File: src/hdl/rspc_pkg.sv
package rspc_pkg;
  // ************************************************************
  // config bus map
  // ************************************************************
  localparam logic [31:0] RSPC_REGION_BASE = 32'h01b3f000;
  localparam logic [31:0] RSPC_REGION_SIZE = 32'h00001000;
  localparam logic [11:0] RSPC_PERIPH_SEL_OFS = 12'h000;
  localparam logic [11:0] RSPC_DEV_STATUS_OFS = 12'h004;
  localparam logic [11:0] RSPC_SCAN_ID_OFS = 12'h008;
  localparam logic [31:0] RSPC_RSVD_READ_VAL = 32'h00000000;
  localparam int RSPC_VP2_EN_BIT = 6;
  localparam logic RSPC_VP2_EN_RST = 1'b0;
  // device status layout (packed straps)
  localparam int RSPC_ST_ENDIAN_BIT = 0;
  localparam int RSPC_ST_BOOT_LSB = 3;
  localparam int RSPC_ST_CLK_LSB = 1;
  localparam int RSPC_ST_EEAI_BIT = 5;
  localparam int RSPC_ST_SPEED_BIT = 6;
  localparam int RSPC_ST_WIDTH_BIT = 7;
  localparam int RSPC_ST_MAC_BIT = 8;
  localparam int RSPC_ST_PCI_BIT = 9;
  // ************************************************************
  // strap encodings
  // ************************************************************
  localparam logic RSPC_ENDIAN_BIG = 1'b0;
  localparam logic [1:0] RSPC_BOOT_NONE = 2'h0;
  localparam logic [1:0] RSPC_BOOT_HOST_PCI = 2'h1;
  localparam logic [1:0] RSPC_BOOT_EXTMEM = 2'h3;
  localparam logic [1:0] RSPC_CLK_INPUT = 2'h0;
  localparam logic [1:0] RSPC_CLK_DIV4 = 2'h1;
  localparam logic [1:0] RSPC_CLK_DIV6 = 2'h2;
  localparam logic [1:0] RSPC_SEL_HOST = 2'h0;
  localparam logic [1:0] RSPC_SEL_MAC = 2'h1;
  localparam logic [1:0] RSPC_SEL_PCI = 2'h2;
  localparam int RSPC_HOST_HALF = 16;
  localparam int RSPC_HOST_FULL = 32;
  typedef enum logic [1:0] {
    RSPC_BOOT_MODE_NONE,
    RSPC_BOOT_MODE_HOST,
    RSPC_BOOT_MODE_PCI,
    RSPC_BOOT_MODE_EXTMEM
  } rspc_boot_t;
endpackage : rspc_pkg

File: src/hdl/rspc_strap_sync.sv
`timescale 1ns/1ps
// two-flop synchroniser for the strap pins
module rspc_strap_sync #(
  parameter int WIDTH = 10
) (
  input wire logic clk_in,
  input wire logic reset_in,
  input wire logic [WIDTH-1:0] async_in,
  output logic [WIDTH-1:0] sync_out
);
  logic [WIDTH-1:0] meta_r;
  logic [WIDTH-1:0] sync_r;

  always_ff @(posedge clk_in) begin
    if (reset_in) begin
      meta_r <= async_in;
      sync_r <= meta_r;
    end else begin
      meta_r <= async_in;
      sync_r <= meta_r;
    end
  end

  assign sync_out = sync_r;
endmodule : rspc_strap_sync

File: src/hdl/rspc_config.sv
`timescale 1ns/1ps
// Overview of operation
// - straps endian, address 22:19, eeprom, host width sampled during reset and latched
// - endian strap 0 big-endian, 1 little-endian, little is default
// - boot mode 00 none, 01 host or pci per pci strap, 11 ext memory
// - ext memory clock 00 input clock, 01 cpu/4, 10 cpu/6, 11 reserved
// - eeprom strap 1 with pci enabled loads pci from eeprom, else defaults
// - pci speed strap 0 gives 66 MHz, 1 gives 33 MHz, only with pci
// - host width 0 gives 16-bit port, upper pins hi-z; 1 gives 32-bit
// - pci/mac straps 00 host, 01 mac plus 16-bit or no host, 10 pci
// - registers in 4K region at 0x01b3f000, reached over config bus
// - bits 31:7 of peripheral select reserved, fixed read, writes ignored
// - bit 6 enables video port 2; 0 disables and powers it down
// - pci strap 1 disables host port; shared pins act as pci only when mac strap is 0
module rspc_config
  import rspc_pkg::*;
#(
  parameter logic [31:0] SCAN_ID_VALUE = 32'h00000001 // arbitrary identity value
) (
  input wire logic clk_in,
  input wire logic reset_in,
  input wire logic endian_strap_in,
  input wire logic [3:0] ext_mem_address_in,
  input wire logic pci_eeprom_autoinit_strap_in,
  input wire logic pci_speed_strap_in,
  input wire logic host_width_strap_in,
  input wire logic mac_enable_strap_in,
  input wire logic pci_enable_strap_in,
  input wire logic cfg_sel_in,
  input wire logic cfg_wr_in,
  input wire logic [31:0] cfg_addr_in,
  input wire logic [31:0] cfg_wdata_in,
  output logic [31:0] cfg_rdata_out,
  output logic cfg_ack_out,
  output logic endian_select_out,
  output logic [1:0] boot_mode_out,
  output logic boot_from_pci_out,
  output logic [1:0] ext_mem_clock_select_out,
  output logic ext_mem_clk_input_sel_out,
  output logic ext_mem_clk_div4_sel_out,
  output logic ext_mem_clk_div6_sel_out,
  output logic pci_enable_out,
  output logic pci_eeprom_load_out,
  output logic pci_speed_33_out,
  output logic host_port_enable_out,
  output logic host_port_32bit_out,
  output logic host_data_upper_oe_out,
  output logic ethernet_mac_enable_out,
  output logic shared_pins_pci_out,
  output logic video_port2_enable_out
);
  // ************************************************************
  // strap capture
  // ************************************************************
  // pins are asynchronous, so sample after two flops
  logic [9:0] strap_sync;
  logic [9:0] strap_r;
  logic [9:0] strap_nxt;

  rspc_strap_sync #(
    .WIDTH(10)
  ) u_sync (
    .clk_in(clk_in),
    .reset_in(reset_in),
    .async_in({pci_enable_strap_in, mac_enable_strap_in, host_width_strap_in, pci_speed_strap_in,
      pci_eeprom_autoinit_strap_in, ext_mem_address_in, endian_strap_in}),
    .sync_out(strap_sync)
  );

  // follow pins only while reset held; frozen once released
  assign strap_nxt = reset_in ? strap_sync : strap_r;

  always_ff @(posedge clk_in) begin
    strap_r <= strap_nxt;
  end

  // ************************************************************
  // strap decode
  // ************************************************************
  wire endian_w = strap_r[RSPC_ST_ENDIAN_BIT];
  wire [1:0] boot_w = strap_r[RSPC_ST_BOOT_LSB+1:RSPC_ST_BOOT_LSB];
  wire [1:0] clk_w = strap_r[RSPC_ST_CLK_LSB+1:RSPC_ST_CLK_LSB];
  wire eeai_w = strap_r[RSPC_ST_EEAI_BIT];
  wire speed_w = strap_r[RSPC_ST_SPEED_BIT];
  wire width_w = strap_r[RSPC_ST_WIDTH_BIT];
  wire [1:0] sel_w = {strap_r[RSPC_ST_PCI_BIT], strap_r[RSPC_ST_MAC_BIT]};
  wire pci_on = (sel_w == RSPC_SEL_PCI);
  wire mac_on = (sel_w == RSPC_SEL_MAC);
  wire host_on = (sel_w == RSPC_SEL_HOST) || (mac_on && !width_w);

  assign endian_select_out = endian_w;
  assign boot_mode_out = boot_w;
  assign boot_from_pci_out = (boot_w == RSPC_BOOT_HOST_PCI) && pci_on;
  assign ext_mem_clock_select_out = clk_w;
  assign ext_mem_clk_input_sel_out = (clk_w == RSPC_CLK_INPUT);
  assign ext_mem_clk_div4_sel_out = (clk_w == RSPC_CLK_DIV4);
  assign ext_mem_clk_div6_sel_out = (clk_w == RSPC_CLK_DIV6);
  assign pci_enable_out = pci_on;
  assign pci_eeprom_load_out = pci_on && eeai_w;
  // speed strap ignored while pci is off
  assign pci_speed_33_out = pci_on && speed_w;
  assign host_port_enable_out = host_on && !pci_on;
  // 32-bit only in plain host selection; mac owns the upper lanes
  assign host_port_32bit_out = (sel_w == RSPC_SEL_HOST) && width_w;
  assign host_data_upper_oe_out = host_port_32bit_out;
  assign ethernet_mac_enable_out = mac_on;
  assign shared_pins_pci_out = pci_on;

  // ************************************************************
  // config bus registers
  // ************************************************************
  logic vp2_en_r;
  logic vp2_en_nxt;
  logic ack_r;
  logic [31:0] rdata_r;
  logic [31:0] rdata_nxt;

  wire in_region = (cfg_addr_in >= RSPC_REGION_BASE) &&
    (cfg_addr_in < RSPC_REGION_BASE + RSPC_REGION_SIZE);
  wire [11:0] ofs_w = cfg_addr_in[11:0];
  wire hit_psel = cfg_sel_in && in_region && (ofs_w == RSPC_PERIPH_SEL_OFS);
  wire hit_stat = cfg_sel_in && in_region && (ofs_w == RSPC_DEV_STATUS_OFS);
  wire hit_id = cfg_sel_in && in_region && (ofs_w == RSPC_SCAN_ID_OFS);

  // only bit 6 is writable; reserved bits never stored
  assign vp2_en_nxt = (hit_psel && cfg_wr_in) ? cfg_wdata_in[RSPC_VP2_EN_BIT] : vp2_en_r;

  wire [31:0] psel_rd = RSPC_RSVD_READ_VAL | ({31'h0, vp2_en_r} << RSPC_VP2_EN_BIT);
  wire [31:0] stat_rd = {22'h0, strap_r};

  // unmapped offsets read zero, writes dropped
  assign rdata_nxt = (!cfg_sel_in || cfg_wr_in) ? rdata_r :
    hit_psel ? psel_rd :
    hit_stat ? stat_rd :
    hit_id ? SCAN_ID_VALUE : 32'h0;

  always_ff @(posedge clk_in) begin
    if (reset_in) begin
      vp2_en_r <= RSPC_VP2_EN_RST;
      ack_r <= 1'b0;
      rdata_r <= 32'h0;
    end else begin
      vp2_en_r <= vp2_en_nxt;
      ack_r <= cfg_sel_in;
      rdata_r <= rdata_nxt;
    end
  end

  assign cfg_rdata_out = rdata_r;
  assign cfg_ack_out = ack_r;
  assign video_port2_enable_out = vp2_en_r;
endmodule : rspc_config

File: config.mk
export PLATFORM = sky130hd
export DESIGN_NAME = rspc_config
export DESIGN_NICKNAME = d
export VERILOG_FILES = /design/src/hdl/rspc_pkg.sv /design/src/hdl/rspc_strap_sync.sv /design/src/hdl/rspc_config.sv
export SDC_FILE = /design/constraint.sdc
export NUM_CORES = 1
export LEC_CHECK = 0
export ABC_AREA = 1
export ABC_CLOCK_PERIOD_IN_PS = 1100
export BUFFER_PORTS_ARGS = -buffer_cell sky130_fd_sc_hd__buf_2
export CAP_MARGIN = 15
export CORE_MARGIN = 2
export CORE_UTILIZATION = 39
export DETAILED_ROUTE_END_ITERATION = 12
export PLACE_DENSITY = 0.79
export SYNTH_ARGS = -nofsm -noshare
export SYNTH_HDL_FRONTEND = slang
export SYNTH_SLANG_ARGS = --single-unit
File: constraint.sdc
create_clock -name clk_in -period 1.1 [get_ports clk_in]
set_input_delay 0 -clock clk_in [delete_from_list [all_inputs] [get_ports clk_in]]
set_output_delay 0 -clock clk_in [all_outputs]
set_load 0.005 [all_outputs]
==> results of run 1 <==
-- Yosys cell counts --
master	number	area, sq um
edfxtp_1	10	300
buf_4	28	210
a21oi_1	10	50.1
and2_2	2	15.0
or2_4	1	8.76
o21bai_1	1	7.51
dfxtp_1	32	641
conb_1	1	3.75
clkinv_1	1	3.75
clkbuf_1	2	7.51
nor2_2	2	12.5
nor3_1	1	5.00
nand2_1	28	105
nand3_1	3	15.0
nand4_1	11	68.8
nand2_2	1	6.26
inv_2	1	3.75
nand3_2	2	20.0
nor2_1	25	93.8
inv_1	17	63.8
nor2_4	3	33.8
-- worst paths after layout --
check | start | endpoint | slack (ns) | depth (start not counted)
worst max-delay path | strap_r[8] | host_port_enable_out | -0.12 | 4
worst min register to register | u_sync.meta_r[7] | u_sync.sync_out[7] | 0.33 | 0
worst max register to register | strap_r[8] | cfg_rdata_out[8] | 0.15 | 4
worst min-delay path | cfg_wr_in | video_port2_enable_out | 0.05 | 4
-- per-stage QoR --
step | std cells | worst slack (ns) | utilization
2_1_floorplan | 203 | 0.170 | -
3_3_place_gp | 299 | -0.0404 | 0.488
3_5_place_dp | 299 | -0.0516 | 0.488
4_1_cts | 320 | -0.0809 | 0.551
5_1_grt | 324 | -0.181 | 0.564
6_report | 324 | -0.115 | 0.564
-- final cells by class --
cell class / instances / area (sq um) / share of cell area
sequential: 42 / 941 / 0.411
timing repair buffer: 93 / 557 / 0.243
multi-input combinational: 112 / 538 / 0.235
clock buffer: 7 / 86.3 / 0.0377
inverter: 19 / 73.8 / 0.0323
tap: 50 / 62.6 / 0.0273
clock inverter: 1 / 30.0 / 0.0131
-- state kept, by name, summed over array words and instances, names as in the netlist --
| name | cells |
|---|---|
| u_sync.sync_out | 10 |
| strap_r | 10 |
| video_port2_enable_out | 1 |
| u_sync.meta_r | 10 |
| cfg_ack_out | 1 |
| cfg_rdata_out | 10 |
-- critical path, cell delays in order (launching register included) --
cell,delay (ns)
edfxtp_1,0.42
buf_4,0.16
buf_6,0.11
a21oi_2,0.12
buf_2,0.12
-- layout by cell type (no fill, tap or decap) --
cell	netlist	layout
buf_6	0	3
clkbuf_8	0	6
nand2_1	28	26
nor2_2	2	2
inv_4	0	1
nand2_4	0	1
clkbuf_1	2	1
buf_2	0	73
nor3_1	1	1
edfxtp_1	10	10
dlygate4sd3_1	0	12
nor2_1	25	25
buf_4	28	5
a21oi_2	0	1
nand4_1	11	11
bufinv_16	0	1
dfxtp_1	32	32
a21oi_1	10	9
nand3_1	3	3
nand3_2	2	2
clkinv_1	1	1
and2_2	2	2
nand2_2	1	2
or2_4	1	1
conb_1	1	22
nor2_4	3	3
inv_2	1	2
o21bai_1	1	1
inv_1	17	15
-- cell families after synthesis --
family	Yosys count	synth area share
simple gates	79	0.229
buf+inv	49	0.173
flops	42	0.562
compound gates	11	0.0344
other cells	1	0.00224
-- what timing repair did --
action,4_1_cts,5_1_grt
hold endpoints to repair,12,0
setup endpoints to repair,7,9
setup buffers,1,4
gates resized for setup,5,5
hold buffers,12,0
pin swaps,1,0
-- layer usage --
metal  share of wire  track usage  up-vias
li1                -            -      708
met2            0.52        0.262       50
met3           0.089       0.0669        8
met4           0.018       0.0566        0
met1            0.37        0.140      606
met5               0            0        -
-- where the power goes --
part / switching (mW) / internal (mW) / total, mW
Clock: 0.475 / 0.739 / 1.21
Sequential: 0.0264 / 1.65 / 1.67
Combinational: 0.131 / 0.153 / 0.284
==> results.md, run 1 <==
* Final setup TNS at -0.387 ns
* First-pass GRT wire length at 5.55 mm
* Clk root buf: clkbuf_8
* Startpoint class of the critical path: flip-flop
* DP HPWL at 2.45 mm
* Layout cells sized above 1 at 0.383
* Clock sinks at 42
* CTS Buf Count at 5
* Row count at 23
* Final count of negative-setup-slack endpoints at 8
* Antenna Nets Post-Route at 0
* Hold Path Class: in2reg
* Largest net degree at the start of global routing at 23
* N_diodes at 0
* Total Routing Usage GR at 0.144
* Minimum clock period at 1.22 ns
* Placed inst area at 0.00198 sq mm
* Synth Instances at ~180
* Wire length per cell at 10.0 um
* Reg clk slew, reported paths at 0.07 ns
* CTS tree: yes
* Register area share after synthesis at 0.562
* IO Port Bufs at 75
* Post-Route WL at 3.25 mm
* Ports at roughly 130
* Syn Area/Cell at 9.21 sq um
* Later-pin clock latency in the skew report at 0.29 ns
* Number of remaining DRC errors at 0
* Drt initial violations at 57
* Core ar. at just over 0.004 sq mm
* Vias in the first global route at 1336
* Die H at 69.5 um
* Fin. Hold Viols at 0
* VDD IR-drop max at about 0.86 mV
* Gr ovfl total at 0
* Violated checks: negative setup slack
* Starting density of the core at 0.413
* Post-DR vias/cell at ~4.2
* Design area at approximately 0.0023 sq mm
* Syn. warnings at 0
* Die width at 69.5 um
* Routability cong. at about 0.73
* Yosys cell types at 21
* H-Tree Depth at 2
* Arr. time, crit path at 1.22 ns
* Initial antenna violation count at 0
* CP max FO at 2
* Worst Slack Setup Final at -0.115 ns
* Clock buffer depth at 2
* Final Power at 3.17 mW
* Worst setup EP type: output port
* Worst clock skew at 0.00163 ns
* FMAX at 823 MHz
* Final Max Slew Viols at 0
* Max Cap Viol at 0
* Nets at 351
* DIE AREA at 0.00484 sq mm
* Fill count at around 370
* Leak at 1.12 nW
* Number of synthesized register bits at 42
* Data required, critical path at 1.10 ns
* Routed via count at between 1000 and 1500
* RSZ-0062 raised after global routing: true
* Worst Hold Slack at ~0.047 ns
* Initial DRT Pass Iterations at 4
* Synth-to-Final Area Change at 36.6%
* Power Dens Cells at 1380 mW/mm^2
* Status: finished, violations left
* Post-route clock period utilization at 1.10
* Mapped Area at 0.00168 sq mm
* Worst setup path category: reg2out
No activity file was read; power rests on OpenSTA's default activity.
==> inputs of run 2 (changes only) <==
- ABC_AREA: 1 -> default
- CORE_UTILIZATION: 39 -> 38
- CTS_BUF_LIST: default -> sky130_fd_sc_hd__clkbuf_16
- SYNTH_HIERARCHICAL: default -> 1
==> results.md, run 2 <==
* Post-Route WL at 2.80 mm (was 3.25 mm)
* Status: finished, violations left (unchanged)
* VDD IR-drop max at 0.776 mV (was 0.857 mV)
* Wire length per cell at 10.4 um (was 10.0 um)
* Total Routing Usage GR at 0.119 (was 0.144)
* Startpoint class of the critical path: flip-flop (unchanged)
* Power Dens Cells at 1480 mW/mm^2 (was 1380 mW/mm^2)
* H-Tree Depth at 2 (unchanged)
* Slowest cell on crit path: edfxtp_1 (unchanged)
* Placed insts at 247 (was 299)
* Later-pin clock latency in the skew report at 0.27 ns (was 0.29 ns)
* Vias in the first global route at 1019 (was 1336)
* Clk root buf: clkbuf_16 (was clkbuf_8)
* CTS tree: yes (unchanged)
* Data required, critical path at 1.10 ns (about the same)
* Synth Instances at 123 (was 182)
* Post-synth top cells: dfxtp_1, buf_4, edfxtp_1 (was dfxtp_1, buf_4, nand2_1)
* Yosys cell types at 28 (was 21)
* Row count at 23 (unchanged)
* Number of synthesized register bits at 42 (unchanged)
* Syn. warnings at 6 (was 0)
* Antenna Nets Post-Route at 0 (unchanged)
* Final count of negative-setup-slack endpoints at 15 (was 8)
* Starting density of the core at 0.392 (was 0.413)
* Synth-to-Final Area Change at 40.9% (was 36.6%)
* Minimum clock period at 1.21 ns (was 1.22 ns)
* Asr flop ratio synth at 0 (unchanged)
* Count leader, synth: dfxtp_1 (unchanged)
* M1 WL at 1.01 mm (was 1.20 mm)
* Max Cap Viol at 0 (unchanged)
* Post-route clock period utilization at 1.10 (about the same)
* Post-synth top area share at 0.408 (was 0.382)
* CP max FO at 4 (was 2)
* IO Port Bufs at 75 (unchanged)
* Syn Area/Cell at 12.8 sq um (was 9.21 sq um)
* Largest net degree at the start of global routing at 14 (was 23)
* Worst setup EP type: output port (unchanged)
* Routability cong. at 0.812 (was 0.734)
* Worst clock skew at 0.00103 ns (was 0.00163 ns)
* Worst setup path category: reg2out (unchanged)
* Post-DR vias/cell at 4.28 (was 4.23)
* Clock buffer depth at 2 (unchanged)
* Commonest non-fill, non-tap cell in the layout: buf_2 (unchanged)
* Hold Path Class: in2reg (unchanged)
* Initial DRT Pass Iterations at 4 (unchanged)
* Nets at 295 (was 351)
* Core ar. at 0.00400 sq mm (was 0.00406 sq mm)
* N_diodes at 0 (unchanged)
* Fin. Hold Viols at 0 (unchanged)
* Mapped Area at 0.00157 sq mm (was 0.00168 sq mm)
* Leak at 1.07 nW (was 1.12 nW)
* Routed via count at 1146 (was 1372)
* DP HPWL at 2.24 mm (was 2.45 mm)
* FMAX at 829 MHz (was 823 MHz)
* Most used flip-flop cell after synthesis: dfxtp_1 (unchanged)
* DIE AREA at 0.00466 sq mm (was 0.00484 sq mm)
* Register area share after synthesis at 0.600 (was 0.562)
* Worst Hold Slack at 0.0963 ns (was 0.0475 ns)
* Synth area leaders: dfxtp_1, edfxtp_1, buf_4 (unchanged)
* Met3 wire length at 243 um (was 288 um)
* Worst-path cell chain: buf_4, nor3b_2, buf_2 (was buf_4, buf_6, a21oi_2, buf_2)
* Final Power at 3.28 mW (was 3.17 mW)
* Fill count at 344 (was 365)
* Final Max Slew Viols at 0 (unchanged)
* Ports at 129 (unchanged)
* First-pass GRT wire length at 4.06 mm (was 5.55 mm)
* CTS Buf Count at 5 (unchanged)
* Die H at 68.3 um (was 69.5 um)
* RSZ-0062 raised after global routing: true (unchanged)
* Die width at 68.3 um (was 69.5 um)
* Arr. time, crit path at 1.21 ns (was 1.22 ns)
* Gr ovfl total at 0 (unchanged)
* Number of remaining DRC errors at 0 (unchanged)
* CP peak stage delay at 0.40 ns (was 0.42 ns)
* Drt initial violations at 49 (was 57)
* Final Instance Count excl. Fillers at 268 (was 324)
* DR top layer: met4 (unchanged)
* Worst Slack Setup Final at -0.106 ns (was -0.115 ns)
* Post-synth EDFFs at 10 (unchanged)
* Clock sinks at 42 (unchanged)
* Yosys top cell by area: dfxtp_1 (unchanged)
* Layout cells sized above 1 at 0.454 (was 0.383)
* Met2 WL at 1.52 mm (was 1.70 mm)
* Reg clk slew, reported paths at 0.05 ns (was 0.07 ns)
* Most frequent cells in the layout: buf_2, dfxtp_1, conb_1 (was buf_2, dfxtp_1, nand2_1)
* Violated checks: negative setup slack (unchanged)
* Initial antenna violation count at 0 (unchanged)
## run 2: changes by cell type after synthesis, sizes merged, moves of 6 or more
cell   change
a22o       +8
a21oi      -6
nand2     -26
inv       -18
nand4      -7
nor2b      +6
nor2      -29
## run 2: cell type report
type                       count  area [sq um]  area share
clock buffer                   5           125      0.0566
tap                           50          62.6      0.0283
clock inverter                 3          17.5     0.00792
multi-input combinational     72           495       0.224
sequential                    42           941       0.426
timing repair buffer          96           569       0.257
## run 2: timing repair
action / 4_1_cts / 5_1_grt
endpoints found under the hold margin: 12 / 0
setup buffers: 1 / 0
hold buffers: 12 / 0
pin swaps: 4 / 2
setup endpoints to repair: 15 / 20
gates resized for setup: 5 / 0
## run 2: report_power, final
part	total, mW	leakage [nW]	internal (mW)	switching, mW
logic	0.258	0.629	0.151	0.108
clock network	1.35	0.0750	0.829	0.523
registers	1.67	0.364	1.64	0.0223
## run 2: worst max-delay path: cells and delay by family, from the launching register on
| family | cells | cell delay [ns] |
|---|---|---|
| and+or+nand+nor | 1 | 0.22 |
| buffers and inverters | 2 | 0.32 |
| DFF | 1 | 0.40 |
## run 2: final timing paths
| path | start | endpoint | slack (ns) | depth (start not counted) |
|---|---|---|---|---|
| setup / recovery | strap_r[9] | host_port_32bit_out | -0.11 | 3 |
| hold / removal | cfg_addr_in[11] | video_port2_enable_out | 0.1 | 4 |
| setup reg to reg | strap_r[0] | cfg_rdata_out[0] | 0.22 | 4 |
| hold reg to reg | u_sync/meta_r[4] | u_sync/sync_out[4] | 0.32 | 0 |
## run 2: logic make-up after synthesis
kind of cell,after synthesis,synth area share
DFF,42,0.600
and+or+nand+nor,36,0.184
buffers and inverters,30,0.144
AOI/OAI and AO/OA,12,0.0574
muxes,2,0.0128
other,1,0.00239
## run 2: metrics by stage
step | setup TNS, ns | util | area (sq um) | setup WS [ns]
floorplan | -1.67 | - | 1650 | -0.199
global placement | -4.10 | 0.481 | 1920 | -0.437
detailed placement | -4.30 | 0.481 | 1920 | -0.464
CTS | -0.570 | 0.553 | 2210 | -0.0679
global route | -1.84 | 0.553 | 2210 | -0.149
finish | -0.729 | 0.553 | 2210 | -0.106
## run 2: per-layer routing
layer / up-vias / global-route usage
met5: - / 0
met4: 0 / 0.0650
met3: 2 / 0.0444
met2: 53 / 0.222
met1: 518 / 0.110
li1: 573 / -
